File: src/fctl_pkg.sv
// Constants, register map and state codes for the FIFO pin controller
package fctl_pkg;

    ////////////////////////////////////////////////////////////////////////////////
    // Clock and pin timing, figures in ns and derived cycle counts
    localparam int CLK_PERIOD_NS = 20;
    localparam int RS_SETUP_NS = 45;
    localparam int RS_LOW_NS = 50;
    localparam int RS_RECOVER_NS = 45;
    localparam int WR_LOW_NS = 35;
    localparam int WR_HOLD_NS = 5;
    localparam int RD_LOW_NS = 35;
    localparam int RD_RECOVER_NS = 15;
    localparam int RT_LOW_NS = 35;
    localparam int RT_RECOVER_NS = 45;

    // Least times, so round up to whole cycles
    localparam logic [7:0] RS_SETUP_CYC = 8'((RS_SETUP_NS + CLK_PERIOD_NS - 1) / CLK_PERIOD_NS);
    localparam logic [7:0] RS_LOW_CYC = 8'((RS_LOW_NS + CLK_PERIOD_NS - 1) / CLK_PERIOD_NS);
    localparam logic [7:0] RS_RECOVER_CYC =
        8'((RS_RECOVER_NS + CLK_PERIOD_NS - 1) / CLK_PERIOD_NS);
    localparam logic [7:0] WR_LOW_CYC = 8'((WR_LOW_NS + CLK_PERIOD_NS - 1) / CLK_PERIOD_NS);
    localparam logic [7:0] WR_HOLD_CYC = 8'((WR_HOLD_NS + CLK_PERIOD_NS - 1) / CLK_PERIOD_NS);
    localparam logic [7:0] RD_LOW_CYC = 8'((RD_LOW_NS + CLK_PERIOD_NS - 1) / CLK_PERIOD_NS);
    localparam logic [7:0] RD_RECOVER_CYC =
        8'((RD_RECOVER_NS + CLK_PERIOD_NS - 1) / CLK_PERIOD_NS);
    localparam logic [7:0] RT_LOW_CYC = 8'((RT_LOW_NS + CLK_PERIOD_NS - 1) / CLK_PERIOD_NS);
    localparam logic [7:0] RT_RECOVER_CYC =
        8'((RT_RECOVER_NS + CLK_PERIOD_NS - 1) / CLK_PERIOD_NS);

    ////////////////////////////////////////////////////////////////////////////////
    // Register offsets (byte addresses)
    localparam logic [11:0] REG_CTRL = 12'h000;
    localparam logic [11:0] REG_CFG = 12'h004;
    localparam logic [11:0] REG_WDATA = 12'h008;
    localparam logic [11:0] REG_RDATA = 12'h00C;
    localparam logic [11:0] REG_STATUS = 12'h010;

    // Field positions
    localparam int CTRL_RESET_BIT = 0;
    localparam int CTRL_RETX_BIT = 1;
    localparam int CFG_XI_BIT = 0;
    localparam int CFG_FL_BIT = 1;
    localparam int RDATA_VALID_BIT = 31;
    localparam int ST_BUSY_BIT = 0;
    localparam int ST_INIT_BIT = 1;
    localparam int ST_EMPTY_N_BIT = 2;
    localparam int ST_FULL_N_BIT = 3;
    localparam int ST_HALF_N_BIT = 4;
    localparam int ST_RVALID_BIT = 5;
    localparam int ST_REFUSED_BIT = 6;

    // Values after reset
    localparam logic CFG_XI_RESET = 1'b0;
    localparam logic CFG_FL_RESET = 1'b1;

    ////////////////////////////////////////////////////////////////////////////////
    // Sequencer states, one-hot
    typedef enum logic [11:0] {
        ST_IDLE = 12'h001,
        ST_RST_PRE = 12'h002,
        ST_RST_LOW = 12'h004,
        ST_RST_POST = 12'h008,
        ST_RT_LOW = 12'h010,
        ST_RT_POST = 12'h020,
        ST_WR_WAIT = 12'h040,
        ST_WR_LOW = 12'h080,
        ST_WR_HOLD = 12'h100,
        ST_RD_WAIT = 12'h200,
        ST_RD_LOW = 12'h400,
        ST_RD_HOLD = 12'h800
    } fctl_state_t;

endpackage

File: src/fctl_cycle_timer.sv
// Down-counter that times each pin phase of the controller
`timescale 1ns/1ps
module fctl_cycle_timer #(
    parameter int CNT_W = 8
) (
    input wire logic clk_sys,
    input wire logic rst_n,
    input wire logic load,
    input wire logic [CNT_W-1:0] load_val,
    output logic done
);
    import fctl_pkg::*;

    logic [CNT_W-1:0] cnt_ff;
    logic [CNT_W-1:0] nxt_cnt;

    // Phase lasts load_val cycles: load sets val-1, done at zero
    always_comb begin
        nxt_cnt = cnt_ff;
        if (load) begin
            nxt_cnt = load_val - CNT_W'(1);
        end else if (cnt_ff != '0) begin
            nxt_cnt = cnt_ff - CNT_W'(1);
        end
    end

    always_ff @(posedge clk_sys) begin
        if (!rst_n) begin
            cnt_ff <= '0;
        end else begin
            cnt_ff <= nxt_cnt;
        end
    end

    assign done = (cnt_ff == '0);
endmodule // fctl_cycle_timer

File: src/fctl_host.sv
// APB-controlled sequencer that drives the strobe pins of an external FIFO
`timescale 1ns/1ps

module fctl_host #(
    parameter int DATA_W = 9
) (
    input wire logic clk_sys,
    input wire logic rst_n,
    input wire logic psel,
    input wire logic penable,
    input wire logic pwrite,
    input wire logic [11:0] paddr,
    input wire logic [31:0] pwdata,
    output logic [31:0] prdata,
    output logic pready,
    output logic pslverr,
    output logic fifo_reset_n,
    output logic write_strobe_n,
    output logic read_strobe_n,
    output logic first_load_or_retransmit,
    output logic expansion_input,
    output logic [DATA_W-1:0] data_in_lines,
    input wire logic [DATA_W-1:0] data_out_lines,
    input wire logic empty_flag_n,
    input wire logic full_flag_n,
    input wire logic expansion_out_or_half_full
);
    import fctl_pkg::*;

    ////////////////////////////////////////////////////////////////////////////////
    // State
    fctl_state_t state_ff, nxt_state;
    logic init_ff, nxt_init;
    logic refused_ff, nxt_refused;
    logic cfg_xi_ff, nxt_cfg_xi;
    logic cfg_fl_ff, nxt_cfg_fl;
    logic [DATA_W-1:0] wdata_ff, nxt_wdata;
    logic [DATA_W-1:0] rdata_ff, nxt_rdata;
    logic rd_valid_ff, nxt_rd_valid;
    logic rs_pin_ff, nxt_rs_pin;
    logic wr_pin_ff, nxt_wr_pin;
    logic rd_pin_ff, nxt_rd_pin;
    logic fl_pin_ff, nxt_fl_pin;
    logic [31:0] prdata_ff, nxt_prdata;
    logic timer_load;
    logic [7:0] timer_val;
    logic timer_done;
    logic bus_wr;
    logic mapped;
    logic idle;
    logic half_n;

    fctl_cycle_timer #(
        .CNT_W(8)
    ) u_timer (
        .clk_sys(clk_sys),
        .rst_n(rst_n),
        .load(timer_load),
        .load_val(timer_val),
        .done(timer_done)
    );

    ////////////////////////////////////////////////////////////////////////////////
    // Bus decode; slave never stalls, so pready is constant high
    assign mapped = (paddr == REG_CTRL) || (paddr == REG_CFG) || (paddr == REG_WDATA)
        || (paddr == REG_RDATA) || (paddr == REG_STATUS);
    assign bus_wr = psel && penable && pwrite;
    assign pready = 1'b1;
    assign pslverr = psel && penable && !mapped;
    assign idle = (state_ff == ST_IDLE);
    // Shared pin is only a half-full flag in single mode
    assign half_n = cfg_xi_ff ? 1'b1 : expansion_out_or_half_full;

    ////////////////////////////////////////////////////////////////////////////////
    // Sequencer, bus register writes and pin levels
    always_comb begin
        nxt_state = state_ff;
        nxt_init = init_ff;
        nxt_refused = refused_ff;
        nxt_cfg_xi = cfg_xi_ff;
        nxt_cfg_fl = cfg_fl_ff;
        nxt_wdata = wdata_ff;
        nxt_rdata = rdata_ff;
        nxt_rd_valid = rd_valid_ff;
        timer_load = 1'b0;
        timer_val = 8'h01;

        // Commands start only from idle; others set the refused flag
        if (bus_wr) begin
            case (paddr)
                REG_CTRL: begin
                    if (pwdata[CTRL_RESET_BIT] && idle) begin
                        nxt_state = ST_RST_PRE;
                        timer_load = 1'b1;
                        timer_val = RS_SETUP_CYC;
                    end else if (pwdata[CTRL_RETX_BIT] && idle && init_ff && !cfg_xi_ff) begin
                        nxt_state = ST_RT_LOW;
                        timer_load = 1'b1;
                        timer_val = RT_LOW_CYC;
                    end else if (pwdata[CTRL_RESET_BIT] || pwdata[CTRL_RETX_BIT]) begin
                        nxt_refused = 1'b1;
                    end
                end
                REG_CFG: begin
                    // Mode levels frozen while busy so reset samples them stable
                    if (idle) begin
                        nxt_cfg_xi = pwdata[CFG_XI_BIT];
                        nxt_cfg_fl = pwdata[CFG_FL_BIT];
                    end else begin
                        nxt_refused = 1'b1;
                    end
                end
                REG_WDATA: begin
                    if (idle && init_ff) begin
                        nxt_wdata = pwdata[DATA_W-1:0];
                        nxt_state = ST_WR_WAIT;
                    end else begin
                        nxt_refused = 1'b1;
                    end
                end
                REG_RDATA: begin
                    if (idle && init_ff) begin
                        nxt_rd_valid = 1'b0;
                        nxt_state = ST_RD_WAIT;
                    end else begin
                        nxt_refused = 1'b1;
                    end
                end
                REG_STATUS: begin
                    // Write one to clear; the refusal below needs a REG_CTRL write, so it never meets a clear
                    if (pwdata[ST_REFUSED_BIT]) begin
                        nxt_refused = 1'b0;
                    end
                end
                default: begin
                end
            endcase
            if (!idle && paddr == REG_CTRL
                && (pwdata[CTRL_RESET_BIT] || pwdata[CTRL_RETX_BIT])) begin
                nxt_refused = 1'b1;
            end
        end

        case (state_ff)
            ST_IDLE: begin
            end
            ST_RST_PRE: begin
                if (timer_done) begin
                    nxt_state = ST_RST_LOW;
                    timer_load = 1'b1;
                    timer_val = RS_LOW_CYC;
                end
            end
            ST_RST_LOW: begin
                if (timer_done) begin
                    nxt_state = ST_RST_POST;
                    timer_load = 1'b1;
                    timer_val = RS_RECOVER_CYC;
                end
            end
            ST_RST_POST: begin
                if (timer_done) begin
                    nxt_state = ST_IDLE;
                    nxt_init = 1'b1;
                    nxt_rd_valid = 1'b0;
                end
            end
            ST_RT_LOW: begin
                if (timer_done) begin
                    nxt_state = ST_RT_POST;
                    timer_load = 1'b1;
                    timer_val = RT_RECOVER_CYC;
                end
            end
            ST_RT_POST: begin
                if (timer_done) begin
                    nxt_state = ST_IDLE;
                end
            end
            ST_WR_WAIT: begin
                // Level check of the flag avoids relying on its edges
                if (full_flag_n) begin
                    nxt_state = ST_WR_LOW;
                    timer_load = 1'b1;
                    timer_val = WR_LOW_CYC;
                end
            end
            ST_WR_LOW: begin
                if (timer_done) begin
                    nxt_state = ST_WR_HOLD;
                    timer_load = 1'b1;
                    timer_val = WR_HOLD_CYC;
                end
            end
            ST_WR_HOLD: begin
                if (timer_done) begin
                    nxt_state = ST_IDLE;
                end
            end
            ST_RD_WAIT: begin
                // Waiting for data here keeps the strobe high until empty rises
                if (empty_flag_n) begin
                    nxt_state = ST_RD_LOW;
                    timer_load = 1'b1;
                    timer_val = RD_LOW_CYC;
                end
            end
            ST_RD_LOW: begin
                if (timer_done) begin
                    nxt_rdata = data_out_lines;
                    nxt_rd_valid = 1'b1;
                    nxt_state = ST_RD_HOLD;
                    timer_load = 1'b1;
                    timer_val = RD_RECOVER_CYC;
                end
            end
            ST_RD_HOLD: begin
                if (timer_done) begin
                    nxt_state = ST_IDLE;
                end
            end
            default: begin
                nxt_state = ST_IDLE;
            end
        endcase

        // Pin levels follow the next state so they come straight from flops
        nxt_rs_pin = (nxt_state != ST_RST_LOW);
        nxt_wr_pin = (nxt_state != ST_WR_LOW);
        nxt_rd_pin = (nxt_state != ST_RD_LOW);
        nxt_fl_pin = (nxt_state == ST_RT_LOW) ? 1'b0 : (nxt_cfg_xi ? nxt_cfg_fl : 1'b1);
    end

    // Read data is captured in the setup phase; access phase just presents it
    always_comb begin
        nxt_prdata = prdata_ff;
        if (psel && !penable) begin
            case (paddr)
                REG_CFG: nxt_prdata = {30'h0, cfg_fl_ff, cfg_xi_ff};
                REG_WDATA: nxt_prdata = {{(32 - DATA_W){1'b0}}, wdata_ff};
                REG_RDATA: nxt_prdata = {rd_valid_ff, {(31 - DATA_W){1'b0}}, rdata_ff};
                REG_STATUS: nxt_prdata = {25'h0, refused_ff, rd_valid_ff, half_n, full_flag_n,
                    empty_flag_n, init_ff, !idle};
                default: nxt_prdata = 32'h0000_0000;
            endcase
        end
    end

    always_ff @(posedge clk_sys) begin
        if (!rst_n) begin
            state_ff <= ST_IDLE;
            init_ff <= 1'b0;
            refused_ff <= 1'b0;
            cfg_xi_ff <= CFG_XI_RESET;
            cfg_fl_ff <= CFG_FL_RESET;
            wdata_ff <= '0;
            rdata_ff <= '0;
            rd_valid_ff <= 1'b0;
            rs_pin_ff <= 1'b1;
            wr_pin_ff <= 1'b1;
            rd_pin_ff <= 1'b1;
            fl_pin_ff <= 1'b1;
            prdata_ff <= 32'h0000_0000;
        end else begin
            state_ff <= nxt_state;
            init_ff <= nxt_init;
            refused_ff <= nxt_refused;
            cfg_xi_ff <= nxt_cfg_xi;
            cfg_fl_ff <= nxt_cfg_fl;
            wdata_ff <= nxt_wdata;
            rdata_ff <= nxt_rdata;
            rd_valid_ff <= nxt_rd_valid;
            rs_pin_ff <= nxt_rs_pin;
            wr_pin_ff <= nxt_wr_pin;
            rd_pin_ff <= nxt_rd_pin;
            fl_pin_ff <= nxt_fl_pin;
            prdata_ff <= nxt_prdata;
        end
    end

    assign fifo_reset_n = rs_pin_ff;
    assign write_strobe_n = wr_pin_ff;
    assign read_strobe_n = rd_pin_ff;
    assign first_load_or_retransmit = fl_pin_ff;
    assign expansion_input = cfg_xi_ff;
    assign data_in_lines = wdata_ff;
    assign prdata = prdata_ff;
endmodule // fctl_host

File: config.mk
export PLATFORM = sky130hd
export DESIGN_NAME = fctl_host
export DESIGN_NICKNAME = d
export VERILOG_FILES = /design/src/fctl_pkg.sv /design/src/fctl_cycle_timer.sv /design/src/fctl_host.sv
export SDC_FILE = /design/constraint.sdc
export NUM_CORES = 1
export LEC_CHECK = 0
export BUFFER_PORTS_ARGS = -buffer_cell sky130_fd_sc_hd__buf_2
export CAP_MARGIN = 20
export CELL_PAD_IN_SITES_DETAIL_PLACEMENT = 0
export CELL_PAD_IN_SITES_GLOBAL_PLACEMENT = 1
export CORE_UTILIZATION = 33
export DETAILED_ROUTE_END_ITERATION = 8
export PLACE_DENSITY = 0.76
export SLEW_MARGIN = 15
export SYNTH_ARGS = -nofsm -noshare
export SYNTH_HDL_FRONTEND = slang
export SYNTH_SLANG_ARGS = --single-unit
File: constraint.sdc
create_clock -name clk_sys -period 3.2 [get_ports clk_sys]
set_clock_uncertainty 0.05 [all_clocks]
set_input_delay 0.64 -clock clk_sys [delete_from_list [all_inputs] [get_ports clk_sys]]
set_output_delay 0.64 -clock clk_sys [all_outputs]
set_load 0.05 [all_outputs]
-- Word-level counts from Yosys, hierarchy flattened
Cells that the tools add are included.
- register bits after elaboration: 79
- word-level logic and storage cells: 134
- add/subtract/negate cells: 2
- equality and inequality tests: 26
- multiplexer cells: 58
- reductions and logical operators: 34
- operators by type and width (kind ; number):
    two-way mux 12 bit ; 13
    case mux 32 bit (4 select lines) ; 1
    case mux 12 bit (9 select lines) ; 1
    two-way mux 8 bit ; 6
    == test 12 x 4 -> 1 bit (second input constant) ; 3
    == test 12 x 5 -> 1 bit (second input constant) ; 3
    case mux 12 bit (3 select lines) ; 1
    case mux 8 bit (4 select lines) ; 1
    two-way mux 1 bit ; 28
    == test 12 x 3 -> 1 bit (second input constant) ; 2
    subtractor 8 x 1 -> 8 bit (second input constant) ; 2
    inequality test 3 x 2 -> 1 bit (second input constant) ; 5
    == test 12 x 1 -> 1 bit (second input constant) ; 1
    == test 12 x 10 -> 1 bit (second input constant) ; 1
    == test 12 x 11 -> 1 bit (second input constant) ; 1
    == test 12 bit (second input constant) ; 1
    == test 12 x 2 -> 1 bit (second input constant) ; 1
    == test 12 x 6 -> 1 bit (second input constant) ; 1
    == test 12 x 7 -> 1 bit (second input constant) ; 1
    == test 12 x 8 -> 1 bit (second input constant) ; 1
    == test 12 x 9 -> 1 bit (second input constant) ; 1
    zero test 12 bit ; 1
    inequality test 12 x 11 -> 1 bit (second input constant) ; 1
    inequality test 12 x 3 -> 1 bit (second input constant) ; 1
    20 further kinds ; 42

-- Depth between registers and ports, before layout
- depth in word-level cells: 12
- depth in mapped cells: 12

-- Modules after synthesis
Synthesis repeated with hierarchy kept, for this count alone.
- cell total of the unflattened synthesis: 410
- area total of the unflattened synthesis: 3442.1 um^2
- by module, submodules not included (module ; instances ; cells an instance ; area an instance (um^2) ; seq. area each (um^2)):
    fctl_host ; 1 ; 356 ; 2945.3 ; 980.9
    fctl_cycle_timer ; 1 ; 54 ; 496.7 ; 160.2

-- Worst setup path after synthesis
Ideal clock, no wire load.
- path type: input to register
- start point: in paddr[1]
- end point: reg u_timer.cnt_ff[2]
- library setup time: 69 ps
- arrival: 3239 ps
- data required time: 3081 ps
- slack: -157 ps
- cell stages on the path: 10
- buffers on the path: 0
- cells stage by stage: nor4_1 nand3_1 or4_4 o311ai_4 or3_1 nand3_1 ha_1 a211o_1 or4_1 o21ai_1
- word-level cells in the longest chain between the ends: 7
- elaborated cells on any way between the ends: 17
- those cells by class: 1 x add/sub; 14 x mux; 2 x reduce/logical
- ends and longest elaborated chain (element ; line ; text):
    from (decl) ; fctl_host.sv:12 ; input wire logic [11:0] paddr,
    zero test 12 bit * ; fctl_host.sv:90 ; case (paddr)
    two-way mux 2 bit ; fctl_host.sv:90 ;
    two-way mux 2 bit ; fctl_host.sv:89 ; if (bus_wr) begin
    two-way mux 8 bit (on tied branches) ; -- ;
    case mux 8 bit (4 select lines) ; fctl_host.sv:144 ; case (state_ff)
    subtractor 8 x 1 -> 8 bit ; fctl_cycle_timer.sv:21 ; nxt_cnt = load_val - CNT_W'(1);
    two-way mux 8 bit ; fctl_cycle_timer.sv:20 ; if (load) begin
    to (signal assigned) ; fctl_cycle_timer.sv:31 ; cnt_ff <= nxt_cnt;
    to (decl) ; fctl_cycle_timer.sv:14 ; logic [CNT_W-1:0] cnt_ff;
Every way passes the cells marked *; elsewhere a longest branch is shown, timed or not.
A chain may end at the register's enable or synchronous reset.

-- Worst setup path in the final report
- start point: reg state_ff[0]
- end point: reg u_timer.cnt_ff[2]
- word-level cells in the longest chain between the ends: 12
- elaborated cells on any way between the ends: 35
- those cells by class: 1 x add/sub; 8 x eq/ne; 18 x mux; 8 x reduce/logical
- ends and longest elaborated chain (element ; line ; text):
    from (decl) ; fctl_host.sv:32 ; fctl_state_t state_ff, nxt_state;
    from (signal assigned) ; fctl_host.sv:265 ; state_ff <= nxt_state;
    == test 12 x 1 -> 1 bit ; fctl_host.sv:70 ; assign idle = (state_ff == ST_IDLE);
    logical AND 1 bit (3 in a row) ; fctl_host.sv:96 ; end else if (pwdata[CTRL_RETX_BIT] && idle && init_ff && !cfg_xi_ff) begin
    two-way mux 2 bit ; fctl_host.sv:96 ;
    two-way mux 2 bit ; fctl_host.sv:92 ; if (pwdata[CTRL_RESET_BIT] && idle) begin
    two-way mux 2 bit ; fctl_host.sv:90 ;
    two-way mux 2 bit ; fctl_host.sv:89 ;
    two-way mux 8 bit (on tied branches) ; -- ;
    case mux 8 bit (4 select lines) ; fctl_host.sv:144 ;
    subtractor 8 x 1 -> 8 bit ; fctl_cycle_timer.sv:21 ;
    two-way mux 8 bit ; fctl_cycle_timer.sv:20 ;
Several ways; a longest one is shown, not always the timed one.

==> impl_metrics.py <==
metrics = {
    "placed_design": {
        "gp_congestion": 0.8780,
        "placed_area_sq_um": 3807,
        "dp_hpwl_um": 7023,
        "post-place-ws_ns": 0.01722,
        "io_buffers": 62,
    },
    "clock_tree": {
        "clock_path_buffers": 2,
        "clk_pin_slew_ns": 0.07,
        "clock_sinks": 57,
        "tritoncts.num_buffers": 9,
        "cts_tree": "built",
        "clock_latency_ns": 0.34,
        "ctsHoldBuffers": 0,
        "clockRootBuffer": "clkbuf_8",
        "htreeDepth": 3,
    },
    "yosys": {
        "yosysMostFrequentCell": "dfxtp_1",
        "syn_inst": 406,
        "synth_mux_area_share_pct": 7.319,
        "yosysTopAreaCellShare_pct": 34.58,
        "synth_compound_area_share_pct": 17.79,
        "yosysTopAreaCell": "dfxtp_1",
        "async_flop_share_pct": 0,
        "yosysWarnings": 0,
        "synthAdderAreaFrac_pct": 0.3792,
        "yosys.area_share.simple_pct": 28.40,
        "synth-edff-count": 0,
        "synth.distinct_cells": 65,
        "ys_seq_elements": 57,
        "synthXorXnorAreaFrac_pct": 1.858,
        "ys.flop_type": "dfxtp_1",
        "synth_top_family_by_area": "simple AND/OR/NAND/NOR gates",
        "netlist_top_cells_count": "57 x dfxtp_1, 44 x nor2_1, 42 x nand2_1",
        "netlist_top_cells_area": "dfxtp_1 35%, buf_4 5.2%, nor2_1 5.0%",
        "netlist_area_sq_um": 3299,
        "syn_area_per_cell_sq_um": 8.127,
        "ys_seq_area_share_pct": 34.58,
    },
    "die": {
        "start_util_pct": 33.91,
        "core.rowCount": 36,
        "dieHeight_um": 102.0,
        "core_sq_um": 9729,
        "die_w_um": 102.0,
        "num_io_pins": 109,
        "dieArea_sq_um": 10400,
    },
    "worst_setup_path": {
        "required_ns": 3.42,
        "cp-start-kind": "flop",
        "path_class": "reg -> reg",
        "r2r_cells": 10,
        "end_kind": "flop",
        "cp.arrival_ns": 3.19,
        "cp-startpoint": "state_ff[0]",
        "r2r_slack_ns": 0.23,
        "cp_max_fo": 6,
        "r2r-start": "state_ff[0]",
    },
    "min_path": {
        "min_from": "prdata[7]",
        "min-delay-path-class": "reg -> reg",
        "holdPathStages": 2,
    },
    "route": {
        "drc_errors": 0,
        "wirelength_um": 9257,
        "vias": 3170,
        "wl_per_cell_um": 14.95,
        "avgViaCountPerCell": 5.121,
        "final_antenna_net_count": 0,
        "drt_iter0_drc": 106,
        "drtPass1Iterations": 4,
    },
    "finish": {
        "area_growth_pct": 21.99,
        "drive_above_1_share_pct": 27.78,
        "fin_nets": 543,
        "antenna_cells": 0,
        "final_area_sq_um": 4025,
    },
    "sta": {
        "rsz0062_at_grt": "false",
        "hold_viol": 0,
        "maxSlewHeadroom_pct": 48.29,
        "timing.final.crit_share_pct": 92.74,
        "fin_ws_ns": 0.2322,
        "fin_tns_setup_ns": 0,
        "setup_viol": 0,
        "fmaxAchievable_mhz": 337.0,
        "hold_ws_ns": 0.4145,
        "drv_slew": 0,
        "tightest_slew_ns": 0.7741,
        "fin_crit_ns": 2.968,
    },
    "global_route": {
        "grt_first_pass_wirelength_um": 14680,
        "grt_pass1_vias": 2950,
        "grt_antenna_before_repair": 0,
        "grt_usage_pct": 18.53,
        "overflow": 0,
        "grt_max_degree": 23,
    },
    "power_and_ir_drop": {
        "powerDensity_nw_per_um2": 493.0,
        "p_leak_nw": 1.691,
        "ir_drop_uv": 309.6,
    },
    "status": {
        "status": "finished, final reports clean",
    },
    "run": {
        "drv_cap": 0,
    },
}
## kinds of logic after synthesis
family / count (synthesis)
and+or+nand+nor: 180
AOI/OAI and AO/OA: 82
DFF: 57
buffers and inverters: 54
muxes: 23
xor gates and xnor gates: 7
other: 2
adders and majority gates: 1
## worst max-delay path, cell delays in order, from the launching register on
cell and delay, ns:
dfxtp_1 0.48, nor2b_1 0.20, nand4_2 0.17, or4_4 0.53, o311ai_4 0.30, or3_1 0.17, nand3_1 0.08, ha_1 0.21
a211o_1 0.25, or4_1 0.39, o21ai_1 0.08
## timing repair
action                     in CTS  in global routing
gates resized for setup         0                  3
buffers inserted                0                  0
setup endpoints to repair       0                  1
## routing by layer
layer	up-vias	part of all wire, %	track usage [%]	wire, um
li1	1569	-	-	-
met1	1503	44	22.79	4069
met2	88	49	30.20	4557
met3	10	5.1	5.130	472
met4	0	1.7	8.242	158
met5	-	0	0	0
## cell type report
cell class / instances / area [sq um]
flip-flops and latches: 57 / 1141
well taps: 133 / 166.4
multi-input cells: 316 / 1962
inverters: 5 / 18.77
clock buffers: 9 / 123.9
fillers: 1027 / 5704
clock inverters: 7 / 77.57
repair buffers: 92 / 535.5
## layout by cell type, fill, tap and decap left out, types with 3 or more instances in the layout
cell type  count
a21oi_1       19
a221oi_1       4
a22oi_1        3
a31oi_1        7
and2_1         3
and3_1         3
and4_1         3
buf_2         62
buf_4         30
clkbuf_8       9
conb_1        23
dfxtp_1       57
inv_1          4
mux2_2         9
mux2i_1       14
nand2_1       42
nand2b_1       7
nand3_1       17
nand4_1        8
nor2_1        44
nor2b_1        5
nor3_1        14
nor3b_1        4
nor4_1         5
o21a_1        10
o21ai_0       12
o22ai_1        3
or3_1          5
xor2_1         6
## final timing paths
| path | endpoint |
|---|---|
| setup / recovery | u_timer.cnt_ff[2] |
| hold / removal | prdata[7] |
| setup reg to reg | u_timer.cnt_ff[2] |
| hold reg to reg | prdata[7] |
## flip-flops by register name, summed over array words and instances, names as in the netlist, 8 cells and up
| name | flops |
|---|---|
| data_in_lines | 9 |
| prdata | 10 |
| rdata_ff | 9 |
| state_ff | 12 |
| u_timer.cnt_ff | 8 |
## stage by stage
| step | utilization (%) | std cells | power, mW |
|---|---|---|---|
| after global placement | 39.13 | 603 | 1.304 |
| after floorplan | - | 427 | 1.177 |
| after CTS | 41.20 | 619 | 2.017 |
| after global routing | 41.37 | 619 | 2.104 |
| after detailed placement | 39.13 | 603 | 1.310 |
| final | 41.37 | 619 | 1.984 |
## report_power, final
group          internal, mW  switching [mW]  leakage, nW  total (mW)
registers             0.747          0.0227        0.462       0.769
clock network         0.366           0.324        0.100       0.690
logic                 0.200           0.324         1.13       0.525
No activity file was read; power rests on OpenSTA's default activity.
